===== config.mk =====
export PLATFORM = sky130hd
export DESIGN_NAME = prom_xfer
export DESIGN_NICKNAME = d
export VERILOG_FILES = /design/src/prom_xfer_pkg.sv /design/src/sync2.sv /design/src/prom_xfer.sv
export SDC_FILE = /design/constraint.sdc
export NUM_CORES = 1
export LEC_CHECK = 0
export ABC_CLOCK_PERIOD_IN_PS = 2980
export BUFFER_PORTS_ARGS = -buffer_cell sky130_fd_sc_hd__buf_4
export CORE_AREA = 10 10 179 181
export DETAILED_ROUTE_END_ITERATION = 10
export DIE_AREA = 0 0 189 191
export PLACE_DENSITY = 0.82
export SLEW_MARGIN = 25
export SYNTH_ARGS = -nofsm -noshare
export SYNTH_HDL_FRONTEND = slang
export SYNTH_SLANG_ARGS = --single-unit

===== constraint.sdc =====
create_clock -name ref_clk -period 2.98 [get_ports ref_clk]
set_clock_uncertainty 0.1 [all_clocks]
set_input_delay 0.447 -clock ref_clk [delete_from_list [all_inputs] [get_ports ref_clk]]
set_output_delay 0.447 -clock ref_clk [all_outputs]
set_load 0.02 [all_outputs]

===== src/prom_xfer_pkg.sv =====
// Purpose: Shared constants and types for the PROM program/verify/transfer controller
// Assumes: 16-bit host memory addresses, 8-bit data, 16-bit PROM addresses
// Notes: Register offsets are byte addresses of one-word registers
package prom_xfer_pkg;

	localparam int ADDR_W = 16;
	localparam int DATA_W = 8;

	// Register offsets
	localparam logic [7:0] OFS_CTRL = 8'h00;
	localparam logic [7:0] OFS_LOW = 8'h04;
	localparam logic [7:0] OFS_HIGH = 8'h08;
	localparam logic [7:0] OFS_PADDR = 8'h0c;
	localparam logic [7:0] OFS_STATUS = 8'h10;
	localparam logic [7:0] OFS_EVENT = 8'h14;
	localparam logic [7:0] OFS_IRQ_EN = 8'h18;
	localparam logic [7:0] OFS_IRQ_CLR = 8'h1c;
	localparam logic [7:0] OFS_ERR_ADDR = 8'h20;
	localparam logic [7:0] OFS_MISMATCH = 8'h24;
	localparam logic [7:0] OFS_PROM_SIZE = 8'h28;

	// Control register fields
	localparam int CTRL_OP_LSB = 0;
	localparam int CTRL_SOCK_LSB = 2;
	localparam int CTRL_POL_BIT = 4;
	localparam int CTRL_GO_BIT = 5;

	// Event bits
	localparam int EV_DONE = 0;
	localparam int EV_ERR = 1;
	localparam int EV_MISMATCH = 2;
	localparam int EV_W = 3;

	// Reset values
	localparam logic [ADDR_W-1:0] PROM_SIZE_RST = 16'h0100;
	localparam logic [31:0] RDATA_RST = 32'h0000_0000;

	typedef enum logic [1:0] {
		OP_PROGRAM = 2'b00,
		OP_COMPARE = 2'b01,
		OP_TRANSFER = 2'b10,
		OP_NONE = 2'b11
	} op_t;

	typedef enum logic [1:0] {
		SOCK_TWO = 2'b00,
		SOCK_ONE_HIGH = 2'b01,
		SOCK_ONE_LOW = 2'b10,
		SOCK_RSVD = 2'b11
	} sock_t;

	// Request to the programming unit
	typedef struct packed {
		logic req;
		logic write;
		logic socketTwo;
		logic [1:0] nibble;
		logic [ADDR_W-1:0] addr;
		logic [DATA_W-1:0] data;
	} unit_req_t;

	// Request to host memory
	typedef struct packed {
		logic rd;
		logic wr;
		logic [ADDR_W-1:0] addr;
		logic [DATA_W-1:0] data;
	} mem_req_t;

	// One compare mismatch record
	typedef struct packed {
		logic [ADDR_W-1:0] addr;
		logic [DATA_W-1:0] memByte;
		logic [DATA_W-1:0] promByte;
	} mismatch_t;

endpackage


===== src/sync2.sv =====
// Purpose: Two flip-flop synchroniser for a level from outside the clock domain
// Assumes: Input changes slowly compared with ref_clk
// Notes: First stage is read only by the second stage
`timescale 1ns/1ps
module sync2 (
	input wire logic ref_clk,
	input wire logic rst_n,
	input wire logic din,
	output logic dout
);
	logic stage1;

	always_ff @(posedge ref_clk or negedge rst_n) begin
		if (!rst_n) begin
			stage1 <= 1'b0;
			dout <= 1'b0;
		end else begin
			stage1 <= din;
			dout <= stage1;
		end
	end
endmodule // sync2


===== src/prom_xfer.sv =====
// What this block does
// - Socket-two code addresses socket 2, data handled as full bytes.
// - Upper-nibble code addresses socket 1, PROM word maps to bits 7-4.
// - Lower-nibble code addresses socket 1, PROM word maps to bits 3-0.
// - True polarity: PROM bits equal memory bits.
// - False polarity: PROM data is the inverse of memory data everywhere.
// - Start while unit not ready raises an error at once, no operation.
// - Program sends low..high bytes, first at given PROM address.
// - False polarity program inverts bytes sent, memory never written.
// - Every programmed location gets a full eight-bit byte.
// - Unit verify failure: report PROM address with error, stop.
// - Compare reports address, memory byte and PROM byte, then continues.
// - Compare reads eight bits, masks memory to selected nibble.
// - Transfer stops when range is filled, rest of PROM ignored.
// - Range beyond PROM: copy all PROM data, leave rest, flag error.
// - False polarity transfer inverts received bytes before storing.
// - Transfer stores full bytes at consecutive increasing addresses.
// - Low above high acts on the single location at low.
//
// Purpose: Controller moving data between host memory and a two-socket PROM unit
// Assumes: Memory answers reads one cycle after the read request
// Notes: Unit ready, ack, verify error and read data are pins and pass two flops
`timescale 1ns/1ps
module prom_xfer
	import prom_xfer_pkg::*;
(
	input wire logic ref_clk,
	input wire logic rst_n,
	// Register port
	input wire logic [7:0] regAddr,
	input wire logic [31:0] regWdata,
	input wire logic regWr,
	input wire logic regRd,
	output logic [31:0] regRdata,
	output logic irq,
	// Host memory
	output mem_req_t memReq,
	input wire logic [DATA_W-1:0] memRdata,
	// Programming unit
	output unit_req_t unitReq,
	input wire logic unitReady,
	input wire logic unitAck,
	input wire logic unitVerifyErr,
	input wire logic [DATA_W-1:0] unitRdata,
	// Compare mismatch stream
	output mismatch_t mismatch,
	output logic mismatchValid
);

	typedef enum logic [2:0] {
		ST_IDLE = 3'b000,
		ST_MEM_RD = 3'b001,
		ST_MEM_WAIT = 3'b010,
		ST_UNIT = 3'b011,
		ST_UNIT_DONE = 3'b100,
		ST_NEXT = 3'b101
	} state_t;

	// Memory-side view of a PROM byte and back again
	function automatic logic [DATA_W-1:0] polarity(input logic [DATA_W-1:0] d, input logic inv);
		polarity = inv ? ~d : d;
	endfunction

	function automatic logic [DATA_W-1:0] nibbleMask(input sock_t s);
		case (s)
			SOCK_ONE_HIGH: nibbleMask = 8'hf0;
			SOCK_ONE_LOW: nibbleMask = 8'h0f;
			default: nibbleMask = 8'hff;
		endcase
	endfunction

	// ----------------------------------------------------------------
	// Pin synchronisers
	// ----------------------------------------------------------------
	logic readySync;
	logic ackSync;
	logic verifyErrSync;

	sync2 uReady (.ref_clk(ref_clk), .rst_n(rst_n), .din(unitReady), .dout(readySync));
	sync2 uAck (.ref_clk(ref_clk), .rst_n(rst_n), .din(unitAck), .dout(ackSync));
	sync2 uVerr (.ref_clk(ref_clk), .rst_n(rst_n), .din(unitVerifyErr), .dout(verifyErrSync));

	// The unit holds its data while ack stands, so the bits settle in step with ackSync
	logic [DATA_W-1:0] rdataSync;

	for (genvar b = 0; b < DATA_W; b++) begin : gRdataSync
		sync2 uRdata (.ref_clk(ref_clk), .rst_n(rst_n), .din(unitRdata[b]),
			.dout(rdataSync[b]));
	end

	// ----------------------------------------------------------------
	// Registers
	// ----------------------------------------------------------------
	op_t op;
	sock_t sock;
	logic invert;
	logic [ADDR_W-1:0] lowAddr;
	logic [ADDR_W-1:0] highAddr;
	logic [ADDR_W-1:0] promStart;
	logic [ADDR_W-1:0] promSize;
	logic [ADDR_W-1:0] errAddr;
	logic [EV_W-1:0] events;
	logic [EV_W-1:0] irqEn;
	state_t state;
	logic [ADDR_W-1:0] memPtr;
	logic [ADDR_W-1:0] promPtr;
	logic [ADDR_W-1:0] lastAddr;
	logic [DATA_W-1:0] memByte;

	logic wrHit;
	logic goWrite;
	logic startOk;
	logic startRefused;
	logic [EV_W-1:0] evSet;
	logic busy;

	assign wrHit = regWr && (regAddr == OFS_CTRL);
	assign goWrite = wrHit && regWdata[CTRL_GO_BIT];
	assign busy = (state != ST_IDLE);
	assign startOk = goWrite && !busy && readySync && (op_t'(regWdata[CTRL_OP_LSB +: 2]) != OP_NONE);
	assign startRefused = goWrite && !busy && !readySync;

	always_ff @(posedge ref_clk or negedge rst_n) begin
		if (!rst_n) begin
			op <= OP_NONE;
			sock <= SOCK_TWO;
			invert <= 1'b0;
			lowAddr <= '0;
			highAddr <= '0;
			promStart <= '0;
			promSize <= PROM_SIZE_RST;
			irqEn <= '0;
		end else if (regWr && !busy) begin
			case (regAddr)
				OFS_CTRL: begin
					op <= op_t'(regWdata[CTRL_OP_LSB +: 2]);
					sock <= sock_t'(regWdata[CTRL_SOCK_LSB +: 2]);
					invert <= regWdata[CTRL_POL_BIT];
				end
				OFS_LOW: lowAddr <= regWdata[ADDR_W-1:0];
				OFS_HIGH: highAddr <= regWdata[ADDR_W-1:0];
				OFS_PADDR: promStart <= regWdata[ADDR_W-1:0];
				OFS_PROM_SIZE: promSize <= regWdata[ADDR_W-1:0];
				OFS_IRQ_EN: irqEn <= regWdata[EV_W-1:0];
				default: ;
			endcase
		end else if (regWr && regAddr == OFS_IRQ_EN) begin
			irqEn <= regWdata[EV_W-1:0];
		end
	end

	// ----------------------------------------------------------------
	// Sequencer
	// ----------------------------------------------------------------
	logic rangeEnd;
	logic promEnd;
	logic [DATA_W-1:0] fromUnit;
	logic [DATA_W-1:0] mask;

	assign rangeEnd = (memPtr == lastAddr);
	assign promEnd = (promPtr == promSize - 16'h0001);
	assign fromUnit = polarity(rdataSync, invert);
	assign mask = nibbleMask(sock);

	always_ff @(posedge ref_clk or negedge rst_n) begin
		if (!rst_n) begin
			state <= ST_IDLE;
			memPtr <= '0;
			promPtr <= '0;
			lastAddr <= '0;
			memByte <= '0;
			memReq <= '0;
			unitReq <= '0;
			mismatch <= '0;
			mismatchValid <= 1'b0;
			errAddr <= '0;
			evSet <= '0;
		end else begin
			memReq.rd <= 1'b0;
			memReq.wr <= 1'b0;
			mismatchValid <= 1'b0;
			evSet <= '0;
			case (state)
				ST_IDLE: begin
					if (startOk) begin
						memPtr <= lowAddr;
						lastAddr <= (lowAddr > highAddr) ? lowAddr : highAddr;
						promPtr <= (op_t'(regWdata[CTRL_OP_LSB +: 2]) == OP_PROGRAM)
							? promStart : '0;
						unitReq.socketTwo <= (sock_t'(regWdata[CTRL_SOCK_LSB +: 2]) == SOCK_TWO);
						unitReq.nibble <= regWdata[CTRL_SOCK_LSB +: 2];
						state <= (op_t'(regWdata[CTRL_OP_LSB +: 2]) == OP_TRANSFER) ? ST_UNIT : ST_MEM_RD;
						unitReq.req <= (op_t'(regWdata[CTRL_OP_LSB +: 2]) == OP_TRANSFER);
						unitReq.write <= 1'b0;
						unitReq.addr <= '0;
					end else if (startRefused) begin
						evSet[EV_ERR] <= 1'b1;
					end
				end
				ST_MEM_RD: begin
					memReq.rd <= 1'b1;
					memReq.addr <= memPtr;
					state <= ST_MEM_WAIT;
				end
				ST_MEM_WAIT: begin
					// Memory answers in the cycle after the read pulse
					state <= ST_MEM_WAIT;
					if (!memReq.rd) begin
						memByte <= memRdata;
						unitReq.req <= 1'b1;
						unitReq.write <= (op == OP_PROGRAM);
						unitReq.addr <= promPtr;
						unitReq.data <= polarity(memRdata, invert);
						state <= ST_UNIT;
					end
				end
				ST_UNIT: begin
					if (ackSync) begin
						unitReq.req <= 1'b0;
						state <= ST_UNIT_DONE;
						if (op == OP_PROGRAM && verifyErrSync) begin
							errAddr <= promPtr;
							evSet[EV_ERR] <= 1'b1;
							state <= ST_NEXT;
							lastAddr <= memPtr;
						end else if (op == OP_COMPARE && ((fromUnit & mask) != (memByte & mask))) begin
							mismatch.addr <= memPtr;
							mismatch.memByte <= memByte;
							mismatch.promByte <= fromUnit;
							mismatchValid <= 1'b1;
							evSet[EV_MISMATCH] <= 1'b1;
						end else if (op == OP_TRANSFER) begin
							memReq.wr <= 1'b1;
							memReq.addr <= memPtr;
							memReq.data <= fromUnit;
						end
					end
				end
				ST_UNIT_DONE: begin
					// Wait for the unit to drop its acknowledge
					if (!ackSync) begin
						if (rangeEnd) begin
							state <= ST_IDLE;
							evSet[EV_DONE] <= 1'b1;
						end else if (op == OP_TRANSFER && promEnd) begin
							state <= ST_IDLE;
							evSet[EV_DONE] <= 1'b1;
							evSet[EV_ERR] <= 1'b1;
						end else begin
							memPtr <= memPtr + 16'h0001;
							promPtr <= promPtr + 16'h0001;
							if (op == OP_TRANSFER) begin
								unitReq.req <= 1'b1;
								unitReq.addr <= promPtr + 16'h0001;
								state <= ST_UNIT;
							end else begin
								state <= ST_MEM_RD;
							end
						end
					end
				end
				ST_NEXT: begin
					state <= ST_IDLE;
					evSet[EV_DONE] <= 1'b1;
				end
				default: state <= ST_IDLE;
			endcase
		end
	end

	// ----------------------------------------------------------------
	// Events and interrupt
	// ----------------------------------------------------------------
	always_ff @(posedge ref_clk or negedge rst_n) begin
		if (!rst_n) begin
			events <= '0;
		end else begin
			// Set wins over a clear in the same cycle
			if (regWr && regAddr == OFS_IRQ_CLR) begin
				events <= (events & ~regWdata[EV_W-1:0]) | evSet;
			end else begin
				events <= events | evSet;
			end
		end
	end

	always_ff @(posedge ref_clk or negedge rst_n) begin
		if (!rst_n) begin
			irq <= 1'b0;
		end else begin
			irq <= |(events & irqEn);
		end
	end

	// ----------------------------------------------------------------
	// Read data, one cycle after the read strobe
	// ----------------------------------------------------------------
	always_ff @(posedge ref_clk or negedge rst_n) begin
		if (!rst_n) begin
			regRdata <= RDATA_RST;
		end else if (regRd) begin
			case (regAddr)
				OFS_CTRL: regRdata <= {26'h0, 1'b0, invert, sock, op};
				OFS_LOW: regRdata <= {16'h0, lowAddr};
				OFS_HIGH: regRdata <= {16'h0, highAddr};
				OFS_PADDR: regRdata <= {16'h0, promStart};
				OFS_STATUS: regRdata <= {29'h0, readySync, busy, 1'b0};
				OFS_EVENT: regRdata <= {29'h0, events};
				OFS_IRQ_EN: regRdata <= {29'h0, irqEn};
				OFS_ERR_ADDR: regRdata <= {16'h0, errAddr};
				OFS_MISMATCH: regRdata <= mismatch;
				OFS_PROM_SIZE: regRdata <= {16'h0, promSize};
				default: regRdata <= RDATA_RST;
			endcase
		end else begin
			regRdata <= RDATA_RST;
		end
	end

	// ----------------------------------------------------------------
	// Checks
	// ----------------------------------------------------------------
	AST_REFUSE_ERR: assert property (@(posedge ref_clk) disable iff (!rst_n)
		startRefused |=> evSet[EV_ERR] && state == ST_IDLE)
		else $error("refused start did not raise error");
	AST_NO_ADV: assert property (@(posedge ref_clk) disable iff (!rst_n)
		(state == ST_UNIT && !ackSync) |=> $stable(memPtr))
		else $error("address advanced without acknowledge");
	AST_PROG_NO_MEMWR: assert property (@(posedge ref_clk) disable iff (!rst_n)
		(op == OP_PROGRAM && busy) |-> !memReq.wr)
		else $error("program wrote memory");
	AST_PROG_INV: assert property (@(posedge ref_clk) disable iff (!rst_n)
		(state == ST_MEM_WAIT && !memReq.rd && op == OP_PROGRAM)
		|=> unitReq.data == (invert ? ~memByte : memByte))
		else $error("programmed byte polarity wrong");
	AST_VERR_STOP: assert property (@(posedge ref_clk) disable iff (!rst_n)
		(state == ST_UNIT && ackSync && op == OP_PROGRAM && verifyErrSync)
		|=> errAddr == $past(promPtr) ##1 state == ST_IDLE)
		else $error("verify failure not reported");
	AST_MISMATCH: assert property (@(posedge ref_clk) disable iff (!rst_n)
		mismatchValid |-> ((mismatch.promByte & mask) != (mismatch.memByte & mask)))
		else $error("false mismatch");
	AST_XFER_WR: assert property (@(posedge ref_clk) disable iff (!rst_n)
		(state == ST_UNIT && ackSync && op == OP_TRANSFER)
		|=> memReq.wr && memReq.data == $past(fromUnit))
		else $error("transfer byte not stored");
	AST_RANGE: assert property (@(posedge ref_clk) disable iff (!rst_n)
		memReq.wr |-> memReq.addr <= lastAddr)
		else $error("write beyond range");
	AST_SOCKET: assert property (@(posedge ref_clk) disable iff (!rst_n)
		(busy && sock == SOCK_TWO) |-> unitReq.socketTwo)
		else $error("socket two not addressed");

endmodule // prom_xfer


# --- Word-level counts from Yosys, hierarchy flattened ---
# Index checks and enable logic that the tools add are counted.
classes:
  add_sub_neg: 3
  order_cmp: 1
  eq_ne: 36
  mux: 72
  n_bitwise: 12
  n_reduce_logical: 46
ops:
  columns: ["cell", "count"]
  rows:
  - ["$pmux 32 s10", 1]
  - ["$mux 16", 17]
  - ["$pmux 16 s2", 4]
  - ["$mux 25", 4]
  - ["$pmux 16 s3", 1]
  - ["$add 16x1->16 const B", 2]
  - ["$eq 16x16->1", 2]
  - ["$eq 8x5->1 const B", 4]
  - ["$mux 32", 1]
  - ["$mux 3", 9]
  - ["$eq 8x6->1 const B", 3]
  - ["$mux 24", 1]
  - ["$ne 2x2->1 const B", 11]
  - ["$mux 21", 1]
  - ["$mux 1", 19]
  - ["$and 8x8->8", 2]
  - ["$eq 8x4->1 const B", 2]
  - ["$gt 16x16->1", 1]
  - ["$mux 8", 2]
  - ["$not 8->8", 2]
  - ["$pmux 8 s2", 1]
  - ["$reduce_and 2->1", 8]
  - ["$sub 16x1->16 const B", 1]
  - ["$pmux 3 s5", 1]
  - ["other kinds (30)", 70]
word_totals:
  ff_bits: 296
  inputBits: 63
  out_inout_bits: 121
  elab_cells: 224

# --- Depth between registers and ports, before layout ---
# Gate-level depths: netlist of the first run.
depth:
  ltp_word: 9
  depth_mapped: 12
  mapped_depth_nobuf: 10

# --- Cells and area by module ---
# A second synthesis of the first run with hierarchy kept.
hier_totals:
  hier_cells: 1301
  hier_area_um2: 14272.4
modules_own_cells:
  columns: ["mod", "instances", "cells_per_inst", "area_each_um2", "seq_area_each_um2"]
  rows:
  - ["prom_xfer", 1, 1279, 13721.9, 6835.3]
  - ["sync2", 11, 2, 50.0, 50.0]

# --- Worst setup path after synthesis of the first run ---
# OpenSTA, ideal clock, no wires.
synth_timing:
  path_kind: "reg-to-reg"
  start: "register promSize[0]"
  end: "register unitReq[13] in the netlist's numbering"
  setup_ps: 125
  arrival_time_ps: 2938
  t_required_ps: 2755
  setup_slack_ps: -183
  path_stages_with_launch: 10
  n_path_buf: 0
  period_less_slack_ps: 3163
  cell_sequence: "dfrtp_1 inv_1 ha_1 or4b_2 nor3_1 mux2i_1 a2111oi_4 a311o_2 a21boi_2 mux2_2"
synth_via:
  elab_chain_cells: 5
synth_rtl:
  columns: ["item", "line", "source"]
  rows:
  - ["from (decl)", "prom_xfer.sv:100", "logic [ADDR_W-1:0] promSize;"]
  - ["from (signal assigned)", "prom_xfer.sv:143", "OFS_PROM_SIZE: promSize <= regWdata[ADDR_W-1:0];"]
  - ["$sub 16x1->16", "prom_xfer.sv:161", "assign promEnd = (promPtr == promSize - 16'h0001);"]
  - ["$eq 16x16->1", "prom_xfer.sv:161", null]
  - ["$logic_and 1x1->1", "prom_xfer.sv:245", "end else if (op == OP_TRANSFER && promEnd) begin"]
  - ["$ne 2x2->1 (no source line)", null, null]
  - ["$reduce_and 7->1 (no source line)", null, null]
  - ["to (decl)", "prom_xfer.sv:40", "output unit_req_t unitReq,"]
# Every way passes these cells.
# A chain may end at the register's enable or synchronous reset.

# --- Worst setup path after layout of the first run ---
layout_timing:
  start: "register promSize[0]"
  end: "register memPtr[3]"
layout_via:
  elab_chain_cells: 5
layout_rtl:
  columns: ["item", "line", "source"]
  rows:
  - ["$sub 16x1->16", "prom_xfer.sv:161", null]
  - ["$eq 16x16->1", "prom_xfer.sv:161", null]
  - ["$logic_and 1x1->1", "prom_xfer.sv:245", null]
  - ["$ne 2x2->1 (no source line)", null, null]
  - ["$reduce_and 5->1 (no source line)", null, null]
  - ["to (signal assigned)", "prom_xfer.sv:186", "memPtr <= lowAddr;"]
  - ["to (signal assigned)", "prom_xfer.sv:250", "memPtr <= memPtr + 16'h0001;"]
  - ["to (decl)", "prom_xfer.sv:105", "logic [ADDR_W-1:0] memPtr;"]
# Every way passes these cells.

==> impl_results.md, run 1 <==
- Fmax: 0.308 GHz
- Most used DFF post-synth: dfrtp_1
- Library cells used by synthesis: 78
- Minimum clock period: 3.25 ns
- Synth area leader: dfrtp_1
- Via count: 11,800
- Initial Util: 0.494
- Tot GR Track Use: 0.245
- Vias in the first global route: 12,100
- HP Class: primary input to register
- Final setup vio count: 51
- CP Launch Type: register
- HPWL Detailed: 31,700 um
- Most frequent cells in the layout: dfrtp_1, buf_4, mux2_2, nand2_1, nor2_1
- Root Driver: clkbuf_16
- Final #Nets: 1,629
- Reg2reg start: promSize[0]
- R2R cell count: 11
- Status: complete, but fails checks
- Static leakage: 8.53 nW
- Die height: 191 um
- Iteration-0 DRC Markers: 1,522
- Rel. slew slack: 0.377
- Pin count of the biggest net entering global routing: 73
- Syn-to-layout area delta: 28.2%
- Pre-CTS setup slack: -0.339 ns
- Number of flops mapped to enable cells by yosys: 0
- Port-buffer cells: 167
- Max-slew violations: 0
- Core area: 28,500 sq um
- Worst-Skew Late Latency: 0.56 ns
- 1st-pass router iterations: 8
- Syn_area_per_cell: 10.9 sq um
- Residual DRC: 0
- R2R Setup Slk: -0.27 ns
- Placed Area: 16,400 sq um
- Crit Path Max Fanout: 5
- Global routing's busiest layer: met2
- Async set or reset register ratio after synthesis: 1.00
- Synth Cell Area: 14,100 sq um
- First-pass GRT wire length: 69,900 um
- CTS Buf Count: 30
- R2r endpoint: memPtr[3]
- Register area share after synthesis: 0.525
- Clk buf depth: 3
- Clock sinks: 295
- Critical Path End Type: register
- Filler cells: 2,131
- Met1 Track Usage GR: 0.320
- Per-cell routed wire length: 23.5 um
- Worst path required time: 3.33 ns
- Synthesized net count: 1,379
- Hold slack: 0.0120 ns
- Initial antenna violation count: 0
- Proportion of layout cells with a drive suffix above 1: 0.341
- Synthesis Warnings: 0
- Die area: 36,100 sq um
- GRT overflow: 0
- PnR worst setup slack: -0.267 ns
- IO Pins: 184
- WL final: 45,900 um
- # H-tree levels: 1
- Critical Path AT: 3.60 ns
- Crit-path slowest cell: or4_4
- Row cnt: 62
- Mapped Cells: 1,297
- Total Power: 12.7 mW
- Yosys top cell area share: 0.519
- Pwr per Cell Area: 706 nW/um^2
- Startpoint of the lowest-slack hold path: memRdata[4]
- Detail Route Antenna Nets: 0
- Vias per inst: 6.01
- Most common cell after layout, fill and taps aside: dfrtp_1
- Max VDD drop: 0.580 mV
- Maxcap violations: 0
- RSZ-0062 raised after global routing: yes
- Slew @ Worst Pin: 0.933 ns
- Worst Path Buf+Inv: 3
- Met2 Use GR: 0.408
- CTS tree: done
- Dominant cells by area after synthesis: dfrtp_1, mux2_2, xnor2_1, nand2_1, a21oi_1
- WS Path Type: register to register
- Min-Delay Endpoint: memByte[4]
- Hold depth: 3
- Final hold viol count: 0
- Post-layout instance area: 18,000 sq um
- Final period utilization: 1.09
- Placer Congestion: 0.965
- Die Wd: 189 um
- CP top delay family: compound AO/OA/AOI/OAI gates
- Failing checks: setup timing
- M3 GR Usage: 0.0470
- Clk slew on worst S/H paths: 0.07 ns
- Post-synthesis register bit count: 295
- Largest stage delay on the critical path: 0.54 ns
- Worst path cell trace: or4_4, buf_6, a211oi_2, o2111ai_2, a2111o_1, nor4b_4, a21oi_2, buf_4, buf_8, a211o_4, o211a_1
==> worst min-delay path, cell delays in order <==
cell and delay (ns):
buf_4 0.09, nand2_1 0.04, nand2_1 0.05
==> repair_timing <==
| action | in CTS | in global routing |
|---|---|---|
| endpoints found under the hold margin | 79 | 0 |
| pin swaps | 24 | 19 |
| buffers inserted | 8 | 4 |
| gates cloned | 2 | 0 |
| hold buffers | 14 | 0 |
| gates resized for setup | 46 | 28 |
| setup endpoints to repair | 50 | 53 |
==> sequential cells by signal (all words and copies together) (netlist names), 26 cells and up <==
signal	flops
memReq	26
regRdata	32
unitReq	29
mismatch	32
==> per-layer routing <==
metal  routed length [um]  up-vias  share of wire
met5                    0        -              0
li1                     -     5169              -
met4                 1250        0          0.027
met3                 4420      105          0.096
met2                21800      697           0.48
met1                18400     5789           0.40
==> Yosys cell counts (5+ instances only) <==
master	n
a211oi_1	7
a21o_1	12
a21oi_1	84
a222oi_1	29
a22oi_1	8
a31o_2	6
a31oi_1	8
and2_1	5
and3_1	29
buf_1	6
clkbuf_1	68
dfrtp_1	292
ha_1	19
inv_1	40
mux2_2	132
mux2i_1	35
nand2_1	127
nand2b_1	9
nand3_1	19
nand4_1	15
nor2_1	91
nor2b_1	5
nor3_1	21
nor4_1	10
o21ai_0	54
xnor2_1	55
xor2_1	10
==> cell families after synthesis <==
logic type | Yosys count | share of synthesized area
buffers and inverters | 123 | 0.0353
and+or+nand+nor | 360 | 0.122
AOI/OAI and AO/OA | 267 | 0.130
muxes | 168 | 0.131
DFF | 295 | 0.525
xor gates and xnor gates | 65 | 0.0405
adders and majority gates | 19 | 0.0169
==> power breakdown <==
part           switching [mW]  internal, mW  leakage, nW  total, mW
sequential              0.462          4.53         3.82       4.99
combinational            2.10          1.62         4.19       3.71
clock                    1.64          2.40        0.518       4.04
total                    4.20          8.54         8.53       12.7
==> how the worst max path moves through the flow <==
stage / cells after the start / to / from / slack, ns
after floorplan: 8 / unitReq[9] / promSize[0] / -0.03
after global placement: 11 / promPtr[12] / promSize[1] / -0.27
after CTS: 9 / memPtr[11] / promSize[1] / -0.21
final: 11 / memPtr[3] / promSize[0] / -0.27
after detailed placement: 11 / promPtr[15] / promSize[1] / -0.34
after global routing: 13 / memPtr[3] / promSize[1] / -0.35
==> cell type report <==
cell class	instances	area, sq um	share of cell area
Antenna cell	1	2.50	0.000139
Clock inverter	16	198	0.0110
Inverter	41	156	0.00867
Tap cell	384	480	0.0266
Timing Repair Buffer	300	2440	0.135
Sequential cell	295	7390	0.409
Clock buffer	40	870	0.0482
Multi-Input combinational cell	879	6510	0.361
==> metrics by stage <==
step                      cells  TNS, ns   util
after floorplan            1297  -0.0531      -
after global placement     1873    -7.92  0.576
after detailed placement   1873   -10.44  0.576
after CTS                  1953    -6.67  0.629
after global routing       1955   -12.49  0.634
final                      1956    -8.72  0.634
(Power assumes the default switching activity.)
==> run 2: changes to the inputs <==
--- a/config.mk
+++ b/config.mk
@@ -6,7 +6,7 @@
 export NUM_CORES = 1
 export LEC_CHECK = 0
 export ABC_CLOCK_PERIOD_IN_PS = 2980
-export BUFFER_PORTS_ARGS = -buffer_cell sky130_fd_sc_hd__buf_4
+export BUFFER_PORTS_ARGS = -buffer_cell sky130_fd_sc_hd__buf_2
 export CORE_AREA = 10 10 179 181
 export DETAILED_ROUTE_END_ITERATION = 10
 export DIE_AREA = 0 0 189 191
==> impl_results.md, run 2 (synthesized netlist as in run 1, its figures left out) <==
- Final hold viol count: 0 (unchanged)
- # H-tree levels: 1 (unchanged)
- R2R cell count: 11 (unchanged)
- Minimum clock period: 3.19 ns (-0.0563 ns)
- Row cnt: 62 (unchanged)
- HPWL Detailed: 31,800 um (+0.14%)
- CTS Buf Count: 31 (+3.3%)
- Fmax: 0.313 GHz (+1.8%)
- Iteration-0 DRC Markers: 1,459 (-4.1%)
- Vias per inst: 5.99 (-0.31%)
- Critical Path AT: 3.55 ns (-0.05 ns)
- Max-slew violations: 0 (unchanged)
- CTS tree: done
- M3 GR Usage: 0.0485 (+0.00146)
- Clk slew on worst S/H paths: 0.06 ns (about the same)
- WS Path Type: register to register
- Crit-path slowest cell: or4b_4
- Final period utilization: 1.07 (-0.0189)
- Placer Congestion: 0.911 (-5.6%)
- Pwr per Cell Area: 709 nW/um^2 (+0.46%)
- Most frequent cells in the layout: dfrtp_1, buf_2, mux2_2, nand2_1, buf_4
- HP Class: primary input to register
- Proportion of layout cells with a drive suffix above 1: 0.338 (-0.00297)
- Worst path required time: 3.34 ns (about the same)
- Psw: 4.18 mW (-0.37%)
- Detail Route Antenna Nets: 0 (unchanged)
- Via count: 11,700 (-0.31%)
- Critical Path End Type: register
- PnR worst setup slack: -0.211 ns (+0.0563 ns)
- Clock sinks: 295 (unchanged)
- Biggest regs: mismatch: 32 flops, regRdata: 32 flops, unitReq: 29 flops
- Worst path cell trace: buf_4, inv_1, ha_2, or4b_4, nor3_4, mux2i_2, a2111oi_4, a311o_2, a21boi_4, buf_12, mux2_2
- Crit Path Max Fanout: 9 (+4)
- Failing checks: setup timing
- Maxcap violations: 0 (unchanged)
- Initial antenna violation count: 1 (+1)
- Area of the multi-input gates: 6450 sq um (-0.96%)
- 1st-pass router iterations: 8 (unchanged)
- Cell Count Post-Placement: 1,877 (+0.21%)
- Per-cell routed wire length: 22.8 um (-2.9%)
- First-pass GRT wire length: 68,300 um (-2.2%)
- Final #Nets: 1,629 (unchanged)
- Sw Share: 0.337 (+0.00752)
- Slew @ Worst Pin: 0.985 ns (+0.0526 ns)
- Gate power share: 0.283 (-0.009)
- Clk buf depth: 3 (unchanged)
- Residual DRC: 0 (unchanged)
- Rel. slew slack: 0.342 (-0.0351)
- GRT overflow: 0 (unchanged)
- Pin count of the biggest net entering global routing: 68 (-6.8%)
- Die Wd: 189 um (unchanged)
- Total Power: 12.4 mW (-2.6%)
- CP Launch Type: register
- Seq pwr share: 0.402 (+0.010)
- Vias in the first global route: 11,900 (-2.0%)
- Reg2reg start: promSize[0]
- WL final: 44,600 um (-2.9%)
- Status: complete, but fails checks
- Cell internal pwr: 8.23 mW (-3.7%)
- Met1 Track Usage GR: 0.312 (-0.00796)
- Die area: 36,100 sq um (unchanged)
- Hold depth: 3 (unchanged)
- Syn-to-layout area delta: 24.3%
- Hold slack: 0.0148 ns (+0.00279 ns)
- Startpoint of the lowest-slack hold path: memRdata[3]
- Root Driver: clkbuf_16
- Largest stage delay on the critical path: 0.52 ns (-0.02 ns)
- IO Pins: 184 (unchanged)
- Filler cells: 2,250 (+5.6%)
- Port-buffer cells: 167 (unchanged)
- Met2 Use GR: 0.388 (-0.0205)
- Fin cells: 1,956 (unchanged)
- RSZ-0062 raised after global routing: yes
- Worst-Skew Late Latency: 0.58 ns (+0.02 ns)
- Global routing's busiest layer: met2
- Most common cell after layout, fill and taps aside: dfrtp_1
- Die height: 191 um (unchanged)
- Flip-flop and latch area: 7390 sq um (unchanged)
- Initial Util: 0.494 (unchanged)
- Tot GR Track Use: 0.240 (-0.00499)
- Final setup vio count: 51 (unchanged)
- Static leakage: 8.41 nW (-1.4%)
- Crit path from: promSize[0]
- Core area: 28,500 sq um (unchanged)
- Clock Power Share: 0.314 (-0.003)
- Max VDD drop: 0.569 mV (-1.8%)
-- run 2: timing repair --
action                                  4_1_cts  5_1_grt
resized for setup                            35       16
endpoints found under the hold margin        72        0
buffers inserted                              1        2
pin swaps                                    11        4
hold buffers                                 18        0
endpoints found under the setup margin       51       52
-- run 2: final cells by class --
type	instances	area share
Timing Repair Buffer	299	0.114
Multi-Input combinational cell	879	0.369
Antenna cell	2	0.000286
Clock inverter	17	0.00908
Tap cell	384	0.0275
Sequential cell	295	0.422
Inverter	41	0.00880
Clock buffer	39	0.0501
-- run 2: critical path: cells and delay by family (launching register included) --
kind / cells / cell delay (ns)
and+or+nand+nor: 2 / 0.67
buffers and inverters: 3 / 0.34
DFF: 1 / 0.39
muxes: 2 / 0.60
adders and majority gates: 1 / 0.19
AOI/OAI and AO/OA: 3 / 0.75
-- run 2: power by group through the flow --
stage	clock network, mW	logic (mW)	registers [mW]
2_1_floorplan	0	1.90	5.13
3_3_place_gp	0	3.23	5.00
3_5_place_dp	0	3.33	5.03
4_1_cts	3.94	3.44	4.97
5_1_grt	4.11	3.79	5.04
6_report	3.90	3.52	4.99
-- run 2: through the flow --
stage	cell area, sq um	setup TNS (ns)	utilization	setup WS, ns
after floorplan	14100	-0.0531	-	-0.0278
after global placement	16000	-5.03	0.563	-0.201
after detailed placement	16000	-8.03	0.563	-0.281
after CTS	17400	-5.45	0.611	-0.190
after global routing	17500	-10.78	0.614	-0.291
final	17500	-5.65	0.615	-0.211
-- run 2: path summary, 6_finish.rpt --
| kind | end | slack (ns) |
|---|---|---|
| hold / removal | memByte[3] | 0.01 |
| setup reg to reg | unitReq[22] | -0.21 |
| hold reg to reg | uAck.dout | 0.25 |
| min in group asynchronous | uAck.stage1 | 0.34 |
| setup / recovery | unitReq[22] | -0.21 |
| max in group asynchronous | unitReq[8] | 1.69 |
-- run 2: layer usage --
| metal | wire length, um | part of all wire |
|---|---|---|
| met5 | 0 | 0 |
| met4 | 1790 | 0.040 |
| met3 | 4350 | 0.097 |
| met2 | 20700 | 0.46 |
| met1 | 17800 | 0.40 |
